File: config.mk
export PLATFORM = sky130hd
export DESIGN_NAME = i2c_interrupt_status_logic
export DESIGN_NICKNAME = d
export VERILOG_FILES = /design/src/rtl/i2c_intr_pkg.sv /design/src/rtl/bus_evt_if.sv /design/src/rtl/i2c_line_watch.sv /design/src/rtl/i2c_interrupt_status_logic.sv
export VERILOG_INCLUDE_DIRS = /design/src /design/src/rtl
export SDC_FILE = /design/constraint.sdc
export NUM_CORES = 1
export LEC_CHECK = 0
export BUFFER_PORTS_ARGS = -buffer_cell sky130_fd_sc_hd__buf_4
export CAP_MARGIN = 5
export CORE_UTILIZATION = 57
export DETAILED_ROUTE_END_ITERATION = 10
export PLACE_DENSITY = 0.79
export SYNTH_ARGS = -nofsm -noshare
export SYNTH_HDL_FRONTEND = slang
export SYNTH_SLANG_ARGS = --single-unit
File: constraint.sdc
create_clock -name i_core_clk -period 5.1 [get_ports i_core_clk]
set_clock_uncertainty 0.05 [all_clocks]
set_input_delay 0.255 -clock i_core_clk [delete_from_list [all_inputs] [get_ports i_core_clk]]
set_output_delay 0.255 -clock i_core_clk [all_outputs]
set_load 0.03 [all_outputs]
File: src/rtl/i2c_intr_defines.svh
// Offsets, field positions, reset values and sizes of the
// I2C interrupt status block. Included by the package and by the RTL.
`ifndef I2C_INTR_DEFINES_SVH
`define I2C_INTR_DEFINES_SVH

// ----------------------------------------------------------------------
// Register byte addresses
// ----------------------------------------------------------------------
`define ADDR_MASKED_STAT   32'h5000132c
`define ADDR_INTR_MASK     32'h50001330
`define ADDR_RAW_STAT      32'h50001334
`define ADDR_DATA_CMD      32'h50001310
`define ADDR_CTRL_ENABLE   32'h5000136c
`define ADDR_TX_THRESH     32'h5000133c
`define ADDR_RX_THRESH     32'h50001338
`define ADDR_CLR_ALL       32'h50001340
`define ADDR_CLR_RX_UNDER  32'h50001344
`define ADDR_CLR_RX_OVER   32'h50001348
`define ADDR_CLR_TX_OVER   32'h5000134c
`define ADDR_CLR_RD_REQ    32'h50001350
`define ADDR_CLR_TX_ABORT  32'h50001354
`define ADDR_CLR_TX_DONE   32'h50001358
`define ADDR_CLR_ACTIVITY  32'h5000135c
`define ADDR_CLR_STOP      32'h50001360
`define ADDR_CLR_START     32'h50001364
`define ADDR_ABORT_CAUSE   32'h50001380
`define ADDR_STATUS        32'h50001370

// ----------------------------------------------------------------------
// Status bit positions
// ----------------------------------------------------------------------
`define BIT_START     10
`define BIT_STOP      9
`define BIT_ACTIVITY  8
`define BIT_TX_DONE   7
`define BIT_TX_ABORT  6
`define BIT_RD_REQ    5
`define BIT_TX_EMPTY  4
`define BIT_TX_OVER   3
`define BIT_RX_FULL   2
`define BIT_RX_OVER   1
`define BIT_RX_UNDER  0
`define BIT_ENABLE    0

// ----------------------------------------------------------------------
// Reset values and sizes
// ----------------------------------------------------------------------
`define RST_INTR_MASK  16'h08ff
`define RST_THRESH     8'h00
`define FIFO_DEPTH     32
`define STAT_BITS      11
`define SYNC_STAGES    2

`endif

File: src/rtl/i2c_intr_pkg.sv
// Types shared by the I2C interrupt status block.
// Assumes the defines header sits beside it in rtl/.
`include "i2c_intr_defines.svh"

package i2c_intr_pkg;

   // Register data word
   typedef logic [15:0] reg_word_t;

   // Internal enable: off, running, or draining after a disable
   typedef enum logic [1:0] {EN_OFF, EN_ON, EN_DRAIN} en_state_e;

endpackage

File: src/rtl/bus_evt_if.sv
// Bus condition events passed from the line watcher to the status logic.
// Assumes a single core clock domain on both ends.
`timescale 1ns/1ps

interface bus_evt_if;
   logic start_seen;
   logic stop_seen;
   logic scl_level;

   modport src (output start_seen, output stop_seen, output scl_level);
   modport dst (input start_seen, input stop_seen, input scl_level);
endinterface

File: src/rtl/i2c_line_watch.sv
// Samples the bus lines into the core clock and flags START and STOP.
// Assumes the lines change far slower than the 20 ns core clock.
`timescale 1ns/1ps

module i2c_line_watch
   import i2c_intr_pkg::*;
(
   // Clock and reset
   input wire logic i_core_clk,
   input wire logic i_sys_rst,
   // Bus lines
   input wire logic i_scl,
   input wire logic i_sda,
   // Events
   bus_evt_if.src evt
);

   logic [1:0] scl_sync_q;
   logic [1:0] sda_sync_q;
   logic scl_prev_q;
   logic sda_prev_q;
   logic start_q;
   logic stop_q;
   wire scl_s = scl_sync_q[1];
   wire sda_s = sda_sync_q[1];
   // Data moving while clock stays high marks a bus condition
   wire start_d = scl_s && scl_prev_q && sda_prev_q && !sda_s;
   wire stop_d = scl_s && scl_prev_q && !sda_prev_q && sda_s;

   // ----------------------------------------------------------------------
   // Two-stage synchronisers; only the second stage is looked at
   // ----------------------------------------------------------------------
   always_ff @(posedge i_core_clk or posedge i_sys_rst)
   begin
      if (i_sys_rst)
      begin
         scl_sync_q <= 2'h3;
         sda_sync_q <= 2'h3;
         scl_prev_q <= 1'b1;
         sda_prev_q <= 1'b1;
         start_q <= 1'b0;
         stop_q <= 1'b0;
      end
      else
      begin
         scl_sync_q <= {scl_sync_q[0], i_scl};
         sda_sync_q <= {sda_sync_q[0], i_sda};
         scl_prev_q <= scl_s;
         sda_prev_q <= sda_s;
         start_q <= start_d;
         stop_q <= stop_d;
      end
   end

   assign evt.start_seen = start_q;
   assign evt.stop_seen = stop_q;
   assign evt.scl_level = scl_prev_q;

endmodule

File: src/rtl/i2c_interrupt_status_logic.sv
// I2C interrupt status logic: sticky and level status, FIFOs, mask, irq.
// Assumes a protocol engine on the same clock supplies event pulses and
// an activity level, and that the bus lines arrive asynchronously.
`timescale 1ns/1ps
`include "i2c_intr_defines.svh"

module i2c_interrupt_status_logic
   import i2c_intr_pkg::*;
#(
   parameter int DEPTH = `FIFO_DEPTH,
   parameter int AW = $clog2(DEPTH)
)
(
   // Clock and reset
   input wire logic i_core_clk,
   input wire logic i_sys_rst,
   // Register port
   input wire logic i_reg_sel,
   input wire logic i_reg_write,
   input wire logic [31:0] i_reg_addr,
   input wire logic [15:0] i_reg_wdata,
   output logic [15:0] o_reg_rdata,
   output logic o_reg_rvalid,
   // Bus lines
   input wire logic i_scl,
   input wire logic i_sda,
   output logic o_scl_out,
   output logic o_scl_oe_n,
   // Protocol engine side
   input wire logic i_engine_active,
   input wire logic i_slv_tx_nack,
   input wire logic i_tx_abort_evt,
   input wire logic [15:0] i_abort_cause,
   input wire logic i_rd_req_evt,
   input wire logic i_rx_valid,
   input wire logic [7:0] i_rx_byte,
   input wire logic i_tx_pop,
   output logic [8:0] o_tx_head,
   output logic o_tx_avail,
   output logic o_ctrl_enable,
   // Interrupt
   output logic o_irq
);

   // ----------------------------------------------------------------------
   // Storage
   // ----------------------------------------------------------------------
   logic [8:0] tx_mem [DEPTH];
   logic [7:0] rx_mem [DEPTH];
   logic [AW-1:0] tx_wp_q, tx_rp_q, rx_wp_q, rx_rp_q;
   logic [AW:0] tx_cnt_q, rx_cnt_q;
   logic [`STAT_BITS-1:0] raw_q;
   reg_word_t mask_q;
   reg_word_t cause_q;
   logic [7:0] tx_tl_q, rx_threshold_field_q;
   logic en_q;
   en_state_e en_st_q;
   logic [15:0] rdata_q;
   logic rvalid_q;
   logic irq_q;
   logic [8:0] tx_head_q;
   logic scl_oe_n_q;
   logic tx_avail_q;

   bus_evt_if evt ();

   i2c_line_watch u_watch (
      .i_core_clk(i_core_clk),
      .i_sys_rst(i_sys_rst),
      .i_scl(i_scl),
      .i_sda(i_sda),
      .evt(evt)
   );

   // ----------------------------------------------------------------------
   // Address decode
   // ----------------------------------------------------------------------
   function automatic logic hit(input logic [31:0] a, input logic [31:0] off);
      hit = (a == off);
   endfunction

   wire rd = i_reg_sel && !i_reg_write;
   wire wr = i_reg_sel && i_reg_write;
   wire rd_clr_all = rd && hit(i_reg_addr, `ADDR_CLR_ALL);
   wire rd_data = rd && hit(i_reg_addr, `ADDR_DATA_CMD);
   wire wr_data = wr && hit(i_reg_addr, `ADDR_DATA_CMD);
   wire wr_en = wr && hit(i_reg_addr, `ADDR_CTRL_ENABLE);
   wire wr_mask = wr && hit(i_reg_addr, `ADDR_INTR_MASK);
   wire wr_tx_tl = wr && hit(i_reg_addr, `ADDR_TX_THRESH);
   wire wr_rx_threshold_field = wr && hit(i_reg_addr, `ADDR_RX_THRESH);

   // Per-bit clear strobes from reads of the clear registers
   logic [`STAT_BITS-1:0] rd_clr;
   assign rd_clr[`BIT_START] = rd && hit(i_reg_addr, `ADDR_CLR_START);
   assign rd_clr[`BIT_STOP] = rd && hit(i_reg_addr, `ADDR_CLR_STOP);
   assign rd_clr[`BIT_ACTIVITY] = rd && hit(i_reg_addr, `ADDR_CLR_ACTIVITY);
   assign rd_clr[`BIT_TX_DONE] = rd && hit(i_reg_addr, `ADDR_CLR_TX_DONE);
   assign rd_clr[`BIT_TX_ABORT] = rd && hit(i_reg_addr, `ADDR_CLR_TX_ABORT);
   assign rd_clr[`BIT_RD_REQ] = rd && hit(i_reg_addr, `ADDR_CLR_RD_REQ);
   assign rd_clr[`BIT_TX_EMPTY] = 1'b0;
   assign rd_clr[`BIT_TX_OVER] = rd && hit(i_reg_addr, `ADDR_CLR_TX_OVER);
   assign rd_clr[`BIT_RX_FULL] = 1'b0;
   assign rd_clr[`BIT_RX_OVER] = rd && hit(i_reg_addr, `ADDR_CLR_RX_OVER);
   assign rd_clr[`BIT_RX_UNDER] = rd && hit(i_reg_addr, `ADDR_CLR_RX_UNDER);

   // ----------------------------------------------------------------------
   // Internal enable and FIFO conditions
   // ----------------------------------------------------------------------
   // Internal enable stays high after a disable until the engine idles
   wire internal_enable_signal = (en_st_q != EN_OFF);
   wire abort_set = raw_q[`BIT_TX_ABORT];
   wire tx_flush = !en_q || abort_set;
   wire rx_flush = !en_q;
   wire tx_full = (tx_cnt_q == (AW+1)'(DEPTH));
   wire rx_full = (rx_cnt_q == (AW+1)'(DEPTH));
   wire rx_empty = (rx_cnt_q == '0);
   wire tx_push = wr_data && !tx_flush && !tx_full;
   wire tx_pull = i_tx_pop && !tx_flush && (tx_cnt_q != '0);
   wire rx_push = i_rx_valid && !rx_flush && !rx_full;
   wire rx_pull = rd_data && !rx_flush && !rx_empty;

   // Level flags
   wire tx_empty_lvl = internal_enable_signal && en_q ? (tx_cnt_q <= {1'b0, tx_tl_q[AW-1:0]})
                                     : i_engine_active;
   wire rx_full_lvl = en_q && (rx_cnt_q >= {1'b0, rx_threshold_field_q[AW-1:0]});

   // Sticky set events
   logic [`STAT_BITS-1:0] set_evt;
   assign set_evt[`BIT_START] = evt.start_seen;
   assign set_evt[`BIT_STOP] = evt.stop_seen;
   assign set_evt[`BIT_ACTIVITY] = en_q && (i_engine_active || evt.start_seen);
   assign set_evt[`BIT_TX_DONE] = i_slv_tx_nack;
   assign set_evt[`BIT_TX_ABORT] = i_tx_abort_evt;
   assign set_evt[`BIT_RD_REQ] = i_rd_req_evt;
   assign set_evt[`BIT_TX_EMPTY] = 1'b0;
   assign set_evt[`BIT_TX_OVER] = wr_data && tx_full && en_q;
   assign set_evt[`BIT_RX_FULL] = 1'b0;
   assign set_evt[`BIT_RX_OVER] = i_rx_valid && rx_full && en_q;
   assign set_evt[`BIT_RX_UNDER] = rd_data && rx_empty && en_q;

   // Sticky clear terms; activity clears on the enable bit itself
   logic [`STAT_BITS-1:0] clr_evt;
   assign clr_evt = rd_clr | {`STAT_BITS{rd_clr_all}} | {`STAT_BITS{!internal_enable_signal}};
   wire act_clr = rd_clr[`BIT_ACTIVITY] || rd_clr_all || !en_q;

   // Next raw status: set wins over clear, level bits follow the FIFOs, but the transmit empty bit follows i_engine_active unless enabled
   logic [`STAT_BITS-1:0] raw_d;
   genvar g;
   generate
      for (g = 0; g < `STAT_BITS; g++)
      begin : g_stat
         if (g == `BIT_TX_EMPTY)
         begin : g_txe
            assign raw_d[g] = tx_empty_lvl;
         end
         else if (g == `BIT_RX_FULL)
         begin : g_rxf
            assign raw_d[g] = rx_full_lvl;
         end
         else if (g == `BIT_ACTIVITY)
         begin : g_act
            assign raw_d[g] = set_evt[g] || (raw_q[g] && !act_clr);
         end
         else
         begin : g_stk
            assign raw_d[g] = set_evt[g] || (raw_q[g] && !clr_evt[g]);
         end
      end
   endgenerate

   // Masked view of the status
   wire [15:0] raw_word = {{(16-`STAT_BITS){1'b0}}, raw_q};
   wire [15:0] masked_word = raw_word & mask_q;

   // Read data selection
   logic [15:0] rdata_d;
   always_comb
   begin
      rdata_d = 16'h0000;
      if (rd && hit(i_reg_addr, `ADDR_MASKED_STAT))
         rdata_d = masked_word;
      else if (rd && hit(i_reg_addr, `ADDR_RAW_STAT))
         rdata_d = raw_word;
      else if (rd && hit(i_reg_addr, `ADDR_INTR_MASK))
         rdata_d = mask_q;
      else if (rd && hit(i_reg_addr, `ADDR_ABORT_CAUSE))
         rdata_d = cause_q;
      else if (rd && hit(i_reg_addr, `ADDR_CTRL_ENABLE))
         rdata_d = {15'h0000, en_q};
      else if (rd && hit(i_reg_addr, `ADDR_TX_THRESH))
         rdata_d = {8'h00, tx_tl_q};
      else if (rd && hit(i_reg_addr, `ADDR_RX_THRESH))
         rdata_d = {8'h00, rx_threshold_field_q};
      else if (rd && hit(i_reg_addr, `ADDR_STATUS))
         rdata_d = {14'h0000, i_engine_active, internal_enable_signal};
      else if (rx_pull)
         rdata_d = {8'h00, rx_mem[rx_rp_q]};
   end

   // ----------------------------------------------------------------------
   // Internal enable sequencing
   // ----------------------------------------------------------------------
   always_ff @(posedge i_core_clk or posedge i_sys_rst)
   begin
      if (i_sys_rst)
         en_st_q <= EN_OFF;
      else
      begin
         case (en_st_q)
            EN_OFF: if (en_q) en_st_q <= EN_ON;
            EN_ON: if (!en_q) en_st_q <= i_engine_active ? EN_DRAIN : EN_OFF;
            EN_DRAIN: if (!i_engine_active) en_st_q <= en_q ? EN_ON : EN_OFF;
            default: en_st_q <= EN_OFF;
         endcase
      end
   end

   // ----------------------------------------------------------------------
   // Control and status registers
   // ----------------------------------------------------------------------
   always_ff @(posedge i_core_clk or posedge i_sys_rst)
   begin
      if (i_sys_rst)
      begin
         raw_q <= '0;
         mask_q <= `RST_INTR_MASK;
         cause_q <= 16'h0000;
         tx_tl_q <= `RST_THRESH;
         rx_threshold_field_q <= `RST_THRESH;
         en_q <= 1'b0;
      end
      else
      begin
         raw_q <= raw_d;
         if (wr_mask)
            mask_q <= i_reg_wdata;
         if (wr_tx_tl)
            tx_tl_q <= i_reg_wdata[7:0];
         if (wr_rx_threshold_field)
            rx_threshold_field_q <= i_reg_wdata[7:0];
         if (wr_en)
            en_q <= i_reg_wdata[`BIT_ENABLE];
         // Cause is captured with the abort, new cause wins a same-cycle clear
         if (i_tx_abort_evt)
            cause_q <= i_abort_cause;
         else if (rd_clr[`BIT_TX_ABORT] || rd_clr_all)
            cause_q <= 16'h0000;
      end
   end

   // ----------------------------------------------------------------------
   // Transmit FIFO: held flushed while disabled or aborted
   // ----------------------------------------------------------------------
   always_ff @(posedge i_core_clk or posedge i_sys_rst)
   begin
      if (i_sys_rst)
      begin
         tx_wp_q <= '0;
         tx_rp_q <= '0;
         tx_cnt_q <= '0;
      end
      else if (tx_flush)
      begin
         tx_wp_q <= '0;
         tx_rp_q <= '0;
         tx_cnt_q <= '0;
      end
      else
      begin
         if (tx_push)
            tx_wp_q <= tx_wp_q + 1'b1;
         if (tx_pull)
            tx_rp_q <= tx_rp_q + 1'b1;
         tx_cnt_q <= tx_cnt_q + (AW+1)'(tx_push) - (AW+1)'(tx_pull);
      end
   end

   // Array write has no reset; only pointers bound what is valid
   always_ff @(posedge i_core_clk)
   begin
      if (tx_push)
         tx_mem[tx_wp_q] <= i_reg_wdata[8:0];
      if (rx_push)
         rx_mem[rx_wp_q] <= i_rx_byte;
   end

   // ----------------------------------------------------------------------
   // Receive FIFO: bytes beyond full are dropped
   // ----------------------------------------------------------------------
   always_ff @(posedge i_core_clk or posedge i_sys_rst)
   begin
      if (i_sys_rst)
      begin
         rx_wp_q <= '0;
         rx_rp_q <= '0;
         rx_cnt_q <= '0;
      end
      else if (rx_flush)
      begin
         rx_wp_q <= '0;
         rx_rp_q <= '0;
         rx_cnt_q <= '0;
      end
      else
      begin
         if (rx_push)
            rx_wp_q <= rx_wp_q + 1'b1;
         if (rx_pull)
            rx_rp_q <= rx_rp_q + 1'b1;
         rx_cnt_q <= rx_cnt_q + (AW+1)'(rx_push) - (AW+1)'(rx_pull);
      end
   end

   // Next-cycle view of the FIFO, so the availability output is a flop
   wire [AW:0] tx_cnt_d = tx_flush ? '0 : tx_cnt_q + (AW+1)'(tx_push) - (AW+1)'(tx_pull);
   wire en_d = wr_en ? i_reg_wdata[`BIT_ENABLE] : en_q;
   wire tx_avail_d = (tx_cnt_d != '0) && en_d && !raw_d[`BIT_TX_ABORT];

   // ----------------------------------------------------------------------
   // Output flops
   // ----------------------------------------------------------------------
   always_ff @(posedge i_core_clk or posedge i_sys_rst)
   begin
      if (i_sys_rst)
      begin
         rdata_q <= 16'h0000;
         rvalid_q <= 1'b0;
         irq_q <= 1'b0;
         tx_head_q <= 9'h000;
         scl_oe_n_q <= 1'b1;
         tx_avail_q <= 1'b0;
      end
      else
      begin
         rdata_q <= rdata_d;
         rvalid_q <= rd;
         irq_q <= |masked_word;
         tx_head_q <= tx_mem[tx_rp_q];
         // Stretch the clock while a read request waits for service
         scl_oe_n_q <= !raw_d[`BIT_RD_REQ];
         tx_avail_q <= tx_avail_d;
      end
   end

   assign o_reg_rdata = rdata_q;
   assign o_reg_rvalid = rvalid_q;
   assign o_scl_out = 1'b0;
   assign o_scl_oe_n = scl_oe_n_q;
   assign o_tx_head = tx_head_q;
   assign o_tx_avail = tx_avail_q;
   assign o_ctrl_enable = en_q;
   assign o_irq = irq_q;

endmodule

After elaboration in Yosys (flattened, before gate mapping)
Memory sizes are Yosys's and may differ from the RTL's. A register that Yosys moved wholly into a read port is not among the register bits.
Cells that the tools add are included.
{"block": "classes", "n_lt_le_gt_ge": 2, "n_eq_ne": 28, "n_reduce_logical": 103, "bitwise": 3, "mux": 33, "n_addsub": 8}
{"operator": "$eq 32x31->1 const B", "count": 19}
{"operator": "$mux 16", "count": 6}
{"operator": "$logic_and 1x1->1", "count": 59}
{"operator": "$mux 5", "count": 8}
{"operator": "$mux 8", "count": 5}
{"operator": "$or 11x11->11", "count": 2}
{"operator": "$add 5x1->5 const B", "count": 4}
{"operator": "$logic_not 1->1", "count": 20}
{"operator": "$and 11x16->16", "count": 1}
{"operator": "$reduce_or 16->1", "count": 1}
{"operator": "$logic_or 1x1->1", "count": 14}
{"operator": "$add 6x1->6", "count": 2}
{"operator": "$eq 6x6->1 const B", "count": 2}
{"operator": "$mux 6", "count": 2}
{"operator": "$reduce_bool 6->1", "count": 2}
{"operator": "$sub 6x1->6", "count": 2}
{"operator": "$mux 2", "count": 4}
{"operator": "$reduce_bool 2->1", "count": 4}
{"operator": "$mux 1", "count": 7}
{"operator": "$ge 6x5->1", "count": 1}
{"operator": "$le 6x5->1", "count": 1}
{"operator": "$logic_not 6->1", "count": 1}
{"operator": "$ne 2x2->1 const B", "count": 3}
{"operator": "$pmux 2 s3", "count": 1}
{"operator": "other kinds (5)", "count": 6}
{"block": "word_totals", "in_bits": 84, "n_memories": 2, "regBits": 122, "ram_bits": 544, "out_inout_bits": 31}
{"name": "tx_mem", "words": 32, "word_bits": 9, "read_ports": 1, "rd_clocked_by_memory_dff": 1, "wr": 1, "line": "i2c_interrupt_status_logic.sv:48", "rtl": "logic [8:0] tx_mem [DEPTH];"}
{"name": "rx_mem", "words": 32, "word_bits": 8, "read_ports": 1, "rd_clocked_by_memory_dff": 0, "wr": 1, "line": "i2c_interrupt_status_logic.sv:49", "rtl": "logic [7:0] rx_mem [DEPTH];"}

Depth between registers and ports, before layout
{"block": "depth", "depth_word": 14, "mapped_depth": 16, "mapped_depth_nobuf": 16}

Hierarchy
From an unflattened synthesis, not the netlist that was laid out.
{"block": "hier_totals", "cells_unflattened": 1471, "hier_area_um2": 27700.3}
{"module": "i2c_interrupt_status_logic", "seq_area_each_um2": 19426.1, "instances": 1, "cells_each": 1460, "area_each_um2": 27468.8}
{"module": "i2c_line_watch", "seq_area_each_um2": 207.7, "instances": 1, "cells_each": 11, "area_each_um2": 231.5}

Worst setup path after synthesis
OpenSTA, ideal clock, no wires.
{"block": "synth_timing", "path_kind": "reg-to-reg", "start": "register en_q (netlist: o_ctrl_enable)", "end": "register tx_avail_q (netlist: o_tx_avail)", "setup_slack_ns": 1.548, "t_arrival_ns": 3.382, "setup_ns": 0.120, "n_path_buf": 1, "path_stages_with_launch": 16, "period_less_slack_ns": 3.552, "cell_sequence": "dfrtp_1 > clkbuf_1 > nor2b_1 > nand4_1 > nor4_4 > inv_1 > ha_1 > inv_1 > ha_1 > fa_1 > a21oi_1 > o21bai_1 > xnor2_1 > a41o_1 > o211ai_1 > and3b_1"}
{"block": "synth_between", "elab_chain_len": 11, "word_cells_on_any_way": 14, "classes_between": "add/sub (2); mux (2); reduce/logical (10)"}
{"element": "start, declared", "line": "i2c_interrupt_status_logic.sv:56", "rtl": "logic en_q;"}
{"element": "start signal, assigned", "line": "i2c_interrupt_status_logic.sv:242", "rtl": "en_q <= i_reg_wdata[`BIT_ENABLE];"}
{"element": "$logic_not 1->1"}
{"element": "$logic_or 1x1->1", "line": "i2c_interrupt_status_logic.sv:112", "rtl": "wire tx_flush = !en_q || abort_set;"}
{"element": "$logic_not 1->1", "line": "i2c_interrupt_status_logic.sv:117, i2c_interrupt_status_logic.sv:118"}
{"element": "$logic_and 1x1->1 (2 in a row)", "line": "i2c_interrupt_status_logic.sv:117", "rtl": "wire tx_push = wr_data && !tx_flush && !tx_full;"}
{"element": "$add 6x1->6", "line": "i2c_interrupt_status_logic.sv:315", "rtl": "wire [AW:0] tx_cnt_d = tx_flush ? '0 : tx_cnt_q + (AW+1)'(tx_push) - (AW+1)'(tx_pull);"}
{"element": "$sub 6x1->6", "line": "i2c_interrupt_status_logic.sv:315"}
{"element": "$mux 6", "line": "i2c_interrupt_status_logic.sv:315"}
{"element": "$reduce_bool 6->1", "line": "i2c_interrupt_status_logic.sv:317", "rtl": "wire tx_avail_d = (tx_cnt_d != '0) && en_d && !raw_d[`BIT_TX_ABORT];"}
{"element": "$logic_and 1x1->1 (*) (2 in a row)", "line": "i2c_interrupt_status_logic.sv:317"}
{"element": "net tx_avail_d", "line": "i2c_interrupt_status_logic.sv:317"}
{"element": "end signal, assigned", "line": "i2c_interrupt_status_logic.sv:341", "rtl": "tx_avail_q <= tx_avail_d;"}
{"element": "end, declared", "line": "i2c_interrupt_status_logic.sv:63", "rtl": "logic tx_avail_q;"}
Mark *: on every way through the listed nets, which the timed path passes. The rest lies on a longest branch.
A chain may end at the register's enable or synchronous reset.

Final worst setup path
{"block": "layout_timing", "start": "register tx_cnt_q[2]", "end": "register tx_avail_q (netlist: o_tx_avail)"}
{"block": "layout_between", "elab_chain_len": 9, "word_cells_on_any_way": 11, "classes_between": "add/sub (2); eq/ne (1); mux (1); reduce/logical (7)"}
{"element": "start, declared", "line": "i2c_interrupt_status_logic.sv:51", "rtl": "logic [AW:0] tx_cnt_q, rx_cnt_q;"}
{"element": "start signal, assigned", "line": "i2c_interrupt_status_logic.sv:274", "rtl": "tx_cnt_q <= tx_cnt_q + (AW+1)'(tx_push) - (AW+1)'(tx_pull);"}
{"element": "$eq 6x6->1", "line": "i2c_interrupt_status_logic.sv:114", "rtl": "wire tx_full = (tx_cnt_q == (AW+1)'(DEPTH));"}
{"element": "$logic_not 1->1", "line": "i2c_interrupt_status_logic.sv:117"}
{"element": "$logic_and 1x1->1", "line": "i2c_interrupt_status_logic.sv:117"}
{"element": "$add 6x1->6", "line": "i2c_interrupt_status_logic.sv:315"}
{"element": "$sub 6x1->6 (*)", "line": "i2c_interrupt_status_logic.sv:315"}
{"element": "$mux 6 (*)", "line": "i2c_interrupt_status_logic.sv:315"}
{"element": "$reduce_bool 6->1 (*)", "line": "i2c_interrupt_status_logic.sv:317"}
{"element": "$logic_and 1x1->1 (*) (2 in a row)", "line": "i2c_interrupt_status_logic.sv:317"}
{"element": "net tx_avail_d", "line": "i2c_interrupt_status_logic.sv:317"}
Marks and branches as above.

==> reports/metrics.csv <==
stage,metric,value,unit
outcome,run_status,"complete, no violations",
die,initial_core_util,0.5774,
worst_setup_path,crit_path_start_kind,flop,
sta,fin_ws,1295,ps
sta,timing_hold_violations_final,0,
worst_setup_path,cp_max_fo,9,
pwr,power.density,343.7,mW/mm^2
final_layout,antennaDiodeCount,0,
placement,detailedPlace.worstSlack,1154,ps
pwr,total_leakage_power,10.58,nW
drt,detailroute.wirelength.met2,30960,um
worst_hold_path,destination_of_the_worst_hold_path,rx_mem[20][6]$_DFFE_PP_,
final_layout,layout-area-overhead-vs-synth,13.92,%
yosys,number_of_synthesized_flops_with_an_enable_pin,544,
worst_setup_path,crit_path_top_delay_cell,sky130_fd_sc_hd__nor4_4,
worst_setup_path,worst_setup_startpoint,tx_cnt_q[2]$_DFF_PP0_,
drt,drc_errors,0,
drt,via_cell_ratio,6.306,
sta,worst_slew_margin_rel,0.1721,
yosys,synth_seq_area_share,0.7121,
worst_setup_path,path_cells,"inv_1, ha_1, nand4bb_1, nand4_1, nor4_4, inv_1, ha_1, inv_1, ha_1, fa_1, a21oi_1, o21bai_1, xnor2_1, a41o_1, o211ai_1, and3b_1",
yosys,mappedNetlistNets,1597,
pwr,power.ir.vdd_worst,0.0003747,V
worst_hold_path,timing.hold.worst_path_depth,1,
placement,place.detailed.hpwl,36660,um
sta,achievable-frequency,262.8,MHz
sta,setup_repair_after_global_routing_missed_its_margin,false,
placement,placed_cells_incl_taps,2146,
job,cap_viol_max_count,0,
placement,placed_area,0.02904,mm^2
final_layout,final_core_utilization,0.6578,
drt,dr.first_iter.drc_count,1254,
drt,antenna_left,0,
final_layout,nets,1759,
sta,finalMaxSlewViolations,0,
cts,insertion_delay,610,ps
yosys,synth_warnings,0,
sta,setup-tns-final,0,ps
grt,grt_usage,0.2535,
drt,dr_vias,14500,
grt,antenna_found_initial,0,
final_layout,finalInstanceArea,0.03141,mm^2
cts,cts_max_path_buffers,3,
worst_setup_path,r2r_cells,16,
drt,top_signal_layer_used,met4,
yosys,synth.avg_cell_area,18.72,um^2
worst_setup_path,critical_path_buf_inv_count,3,
worst_setup_path,critical_path.reg2reg.endpoint,o_tx_avail$_DFF_PP0_,
yosys,postSynth.topFlopCell,sky130_fd_sc_hd__edfxtp_1,
worst_hold_path,worst_min_delay_path_class,in2reg,
grt,grt_pass1_vias,14940,
cts,cts_setup_buffers,0,
cts,clock-sinks,675,
die,design.core.area,0.04775,mm^2
grt,grt_pass1_wl,92450,um
cts,cts_htree_levels,3,
cts,tritoncts.num_buffers,67,
worst_setup_path,crit_path_end_kind,flop,
grt,grt_overflow_total,0,
drt,drt_wl_cell,26.49,um
drt,drt-total-wl,60890,um
final_layout,finalNonFillerCells,2299,
die,dieHeight,221.9,um
worst_setup_path,critPathArrivalTime,4250,ps
final_layout,filler_cell_count,3034,
sta,setup_viol_count_final,0,
cts,postCtsHoldBufs,35,
worst_hold_path,hp-start,i_rx_byte[6],
die,die_width,221.9,um
yosys,async_flop_share,0.1941,
die,die_area,0.04925,mm^2
die,floorplan.io_pins,115,
cts,clock_transition_at_the_registers_of_the_reported_paths,60,ps
yosys,synth.distinct_cells,70,
yosys,ys_ff_latch,675,
worst_setup_path,crit_path_max_incr_delay,480,ps
worst_setup_path,worstReg2RegStart,tx_cnt_q[2]$_DFF_PP0_,
final_layout,mostFrequentLayoutCells,"sky130_fd_sc_hd__edfxtp_1, sky130_fd_sc_hd__mux4_2, sky130_fd_sc_hd__buf_4, sky130_fd_sc_hd__dfrtp_1, sky130_fd_sc_hd__nor2_1",
worst_setup_path,crit_required,5540,ps
cts,post_cts_resized,0,
drt,routed-wl-met3,3980,um
final_layout,drive_gt1_frac,0.2720,
sta,transition_time_at_the_pin_with_the_least_slew_margin,1236,ps
placement,port_buffers,113,
final_layout,most_common_cell_after_layout_fill_and_taps_aside,sky130_fd_sc_hd__edfxtp_1,
placement,final_weighted_congestion_of_routability_driven_global_placement,0.8894,
yosys,synth_area,0.02757,mm^2
sta,post-route-period-util,0.7460,
yosys,synthesis.instances,1473,
cts,root_buffer,sky130_fd_sc_hd__clkbuf_16,
worst_setup_path,critical-path-top-delay-family,adder cells,
worst_setup_path,timing.setup.critical_path_class,reg2reg,
drt,wirelength_met1,24600,um
grt,grt_max_degree,100,
die,core.rowCount,80,
sta,final_critical_delay_including_setup_and_external_delays,3805,ps
worst_setup_path,rrSetupSlack,1300,ps
drt,first_pass_iters,6,
cts,cts_tree,yes,
## per-stage QoR
stage	power (W)	hold WS, ps
detailed placement	0.006301	297.0
global route	0.01106	23.89
floorplan	0.006147	209.5
global placement	0.006290	300.0
finish	0.01079	22.45
CTS	0.01085	7.934
## cell type report
type	count	area, um^2	area share
well taps	615	769.5	0.02450
flip-flops and latches	675	19640	0.6254
multi-input cells	687	7488	0.2384
repair buffers	161	1321	0.04207
clock buffers	88	1765	0.05621
clock inverters	30	247.7	0.007888
inverters	43	171.4	0.005458
## synthesized netlist by cell type, types with 17 or more instances
master / number / area share
sky130_fd_sc_hd__a22o_1: 22 / 0.0070
sky130_fd_sc_hd__nor2_1: 95 / 0.013
sky130_fd_sc_hd__inv_1: 42 / 0.0057
sky130_fd_sc_hd__o21ai_0: 22 / 0.0040
sky130_fd_sc_hd__dfrtp_1: 115 / 0.10
sky130_fd_sc_hd__mux2i_1: 27 / 0.0098
sky130_fd_sc_hd__nand2_1: 49 / 0.0067
sky130_fd_sc_hd__edfxtp_1: 544 / 0.59
sky130_fd_sc_hd__mux4_2: 160 / 0.13
sky130_fd_sc_hd__and2_1: 19 / 0.0043
sky130_fd_sc_hd__clkbuf_1: 44 / 0.0060
sky130_fd_sc_hd__nand3_1: 17 / 0.0031
sky130_fd_sc_hd__mux2_2: 38 / 0.016
sky130_fd_sc_hd__ha_1: 38 / 0.017
sky130_fd_sc_hd__a22oi_1: 23 / 0.0063
## power by group
part | internal (W) | switching, W | leakage (nW)
logic | 0.0000789 | 0.000142 | 3.04
registers | 0.00598 | 0.0000154 | 6.57
clock network | 0.00256 | 0.00203 | 0.971
## worst max-delay path by stage
stage | end | slack (ps) | cells past startpoint
finish | o_tx_avail$_DFF_PP0_ | 1300 | 16
global route | o_tx_avail$_DFF_PP0_ | 1020 | 16
CTS | o_tx_avail$_DFF_PP0_ | 1360 | 16
detailed placement | o_tx_avail$_DFF_PP0_ | 1150 | 15
global placement | o_tx_avail$_DFF_PP0_ | 1280 | 15
floorplan | cause_q[0]$_DFFE_PP0P_ | 1320 | 1
## logic make-up after synthesis
kind of cell	Yosys count	share of synthesized area
flip-flops	675	0.7121
multiplexers	225	0.1560
AND/OR/NAND/NOR	268	0.05482
XOR/XNOR	20	0.006354
adder cells (fa/ha/maj)	40	0.01870
other	1	0.0001360
buffers and inverters	111	0.01643
AO/OA/AOI/OAI	133	0.03540
## sequential cells by signal, indices dropped and copies added (netlist names), 5 cells and up
name and cells:
rx_wp_q 5, tx_wp_q 5, o_reg_rdata 16, cause_q 16, raw_q 11, rx_threshold_field_q 8, tx_rp_q 5, rx_cnt_q 6
rx_mem 256, tx_cnt_q 6, tx_mem 288, tx_tl_q 8, rx_rp_q 5, o_tx_head 9, mask_q 16
## per-layer routing
layer  vias to the layer above  track usage
met5                         -            0
li1                       6216            -
met4                         0      0.07124
met1                      7571       0.3521
met3                        93      0.04426
met2                       617       0.4182
Power figures use the tool's default switching activity.
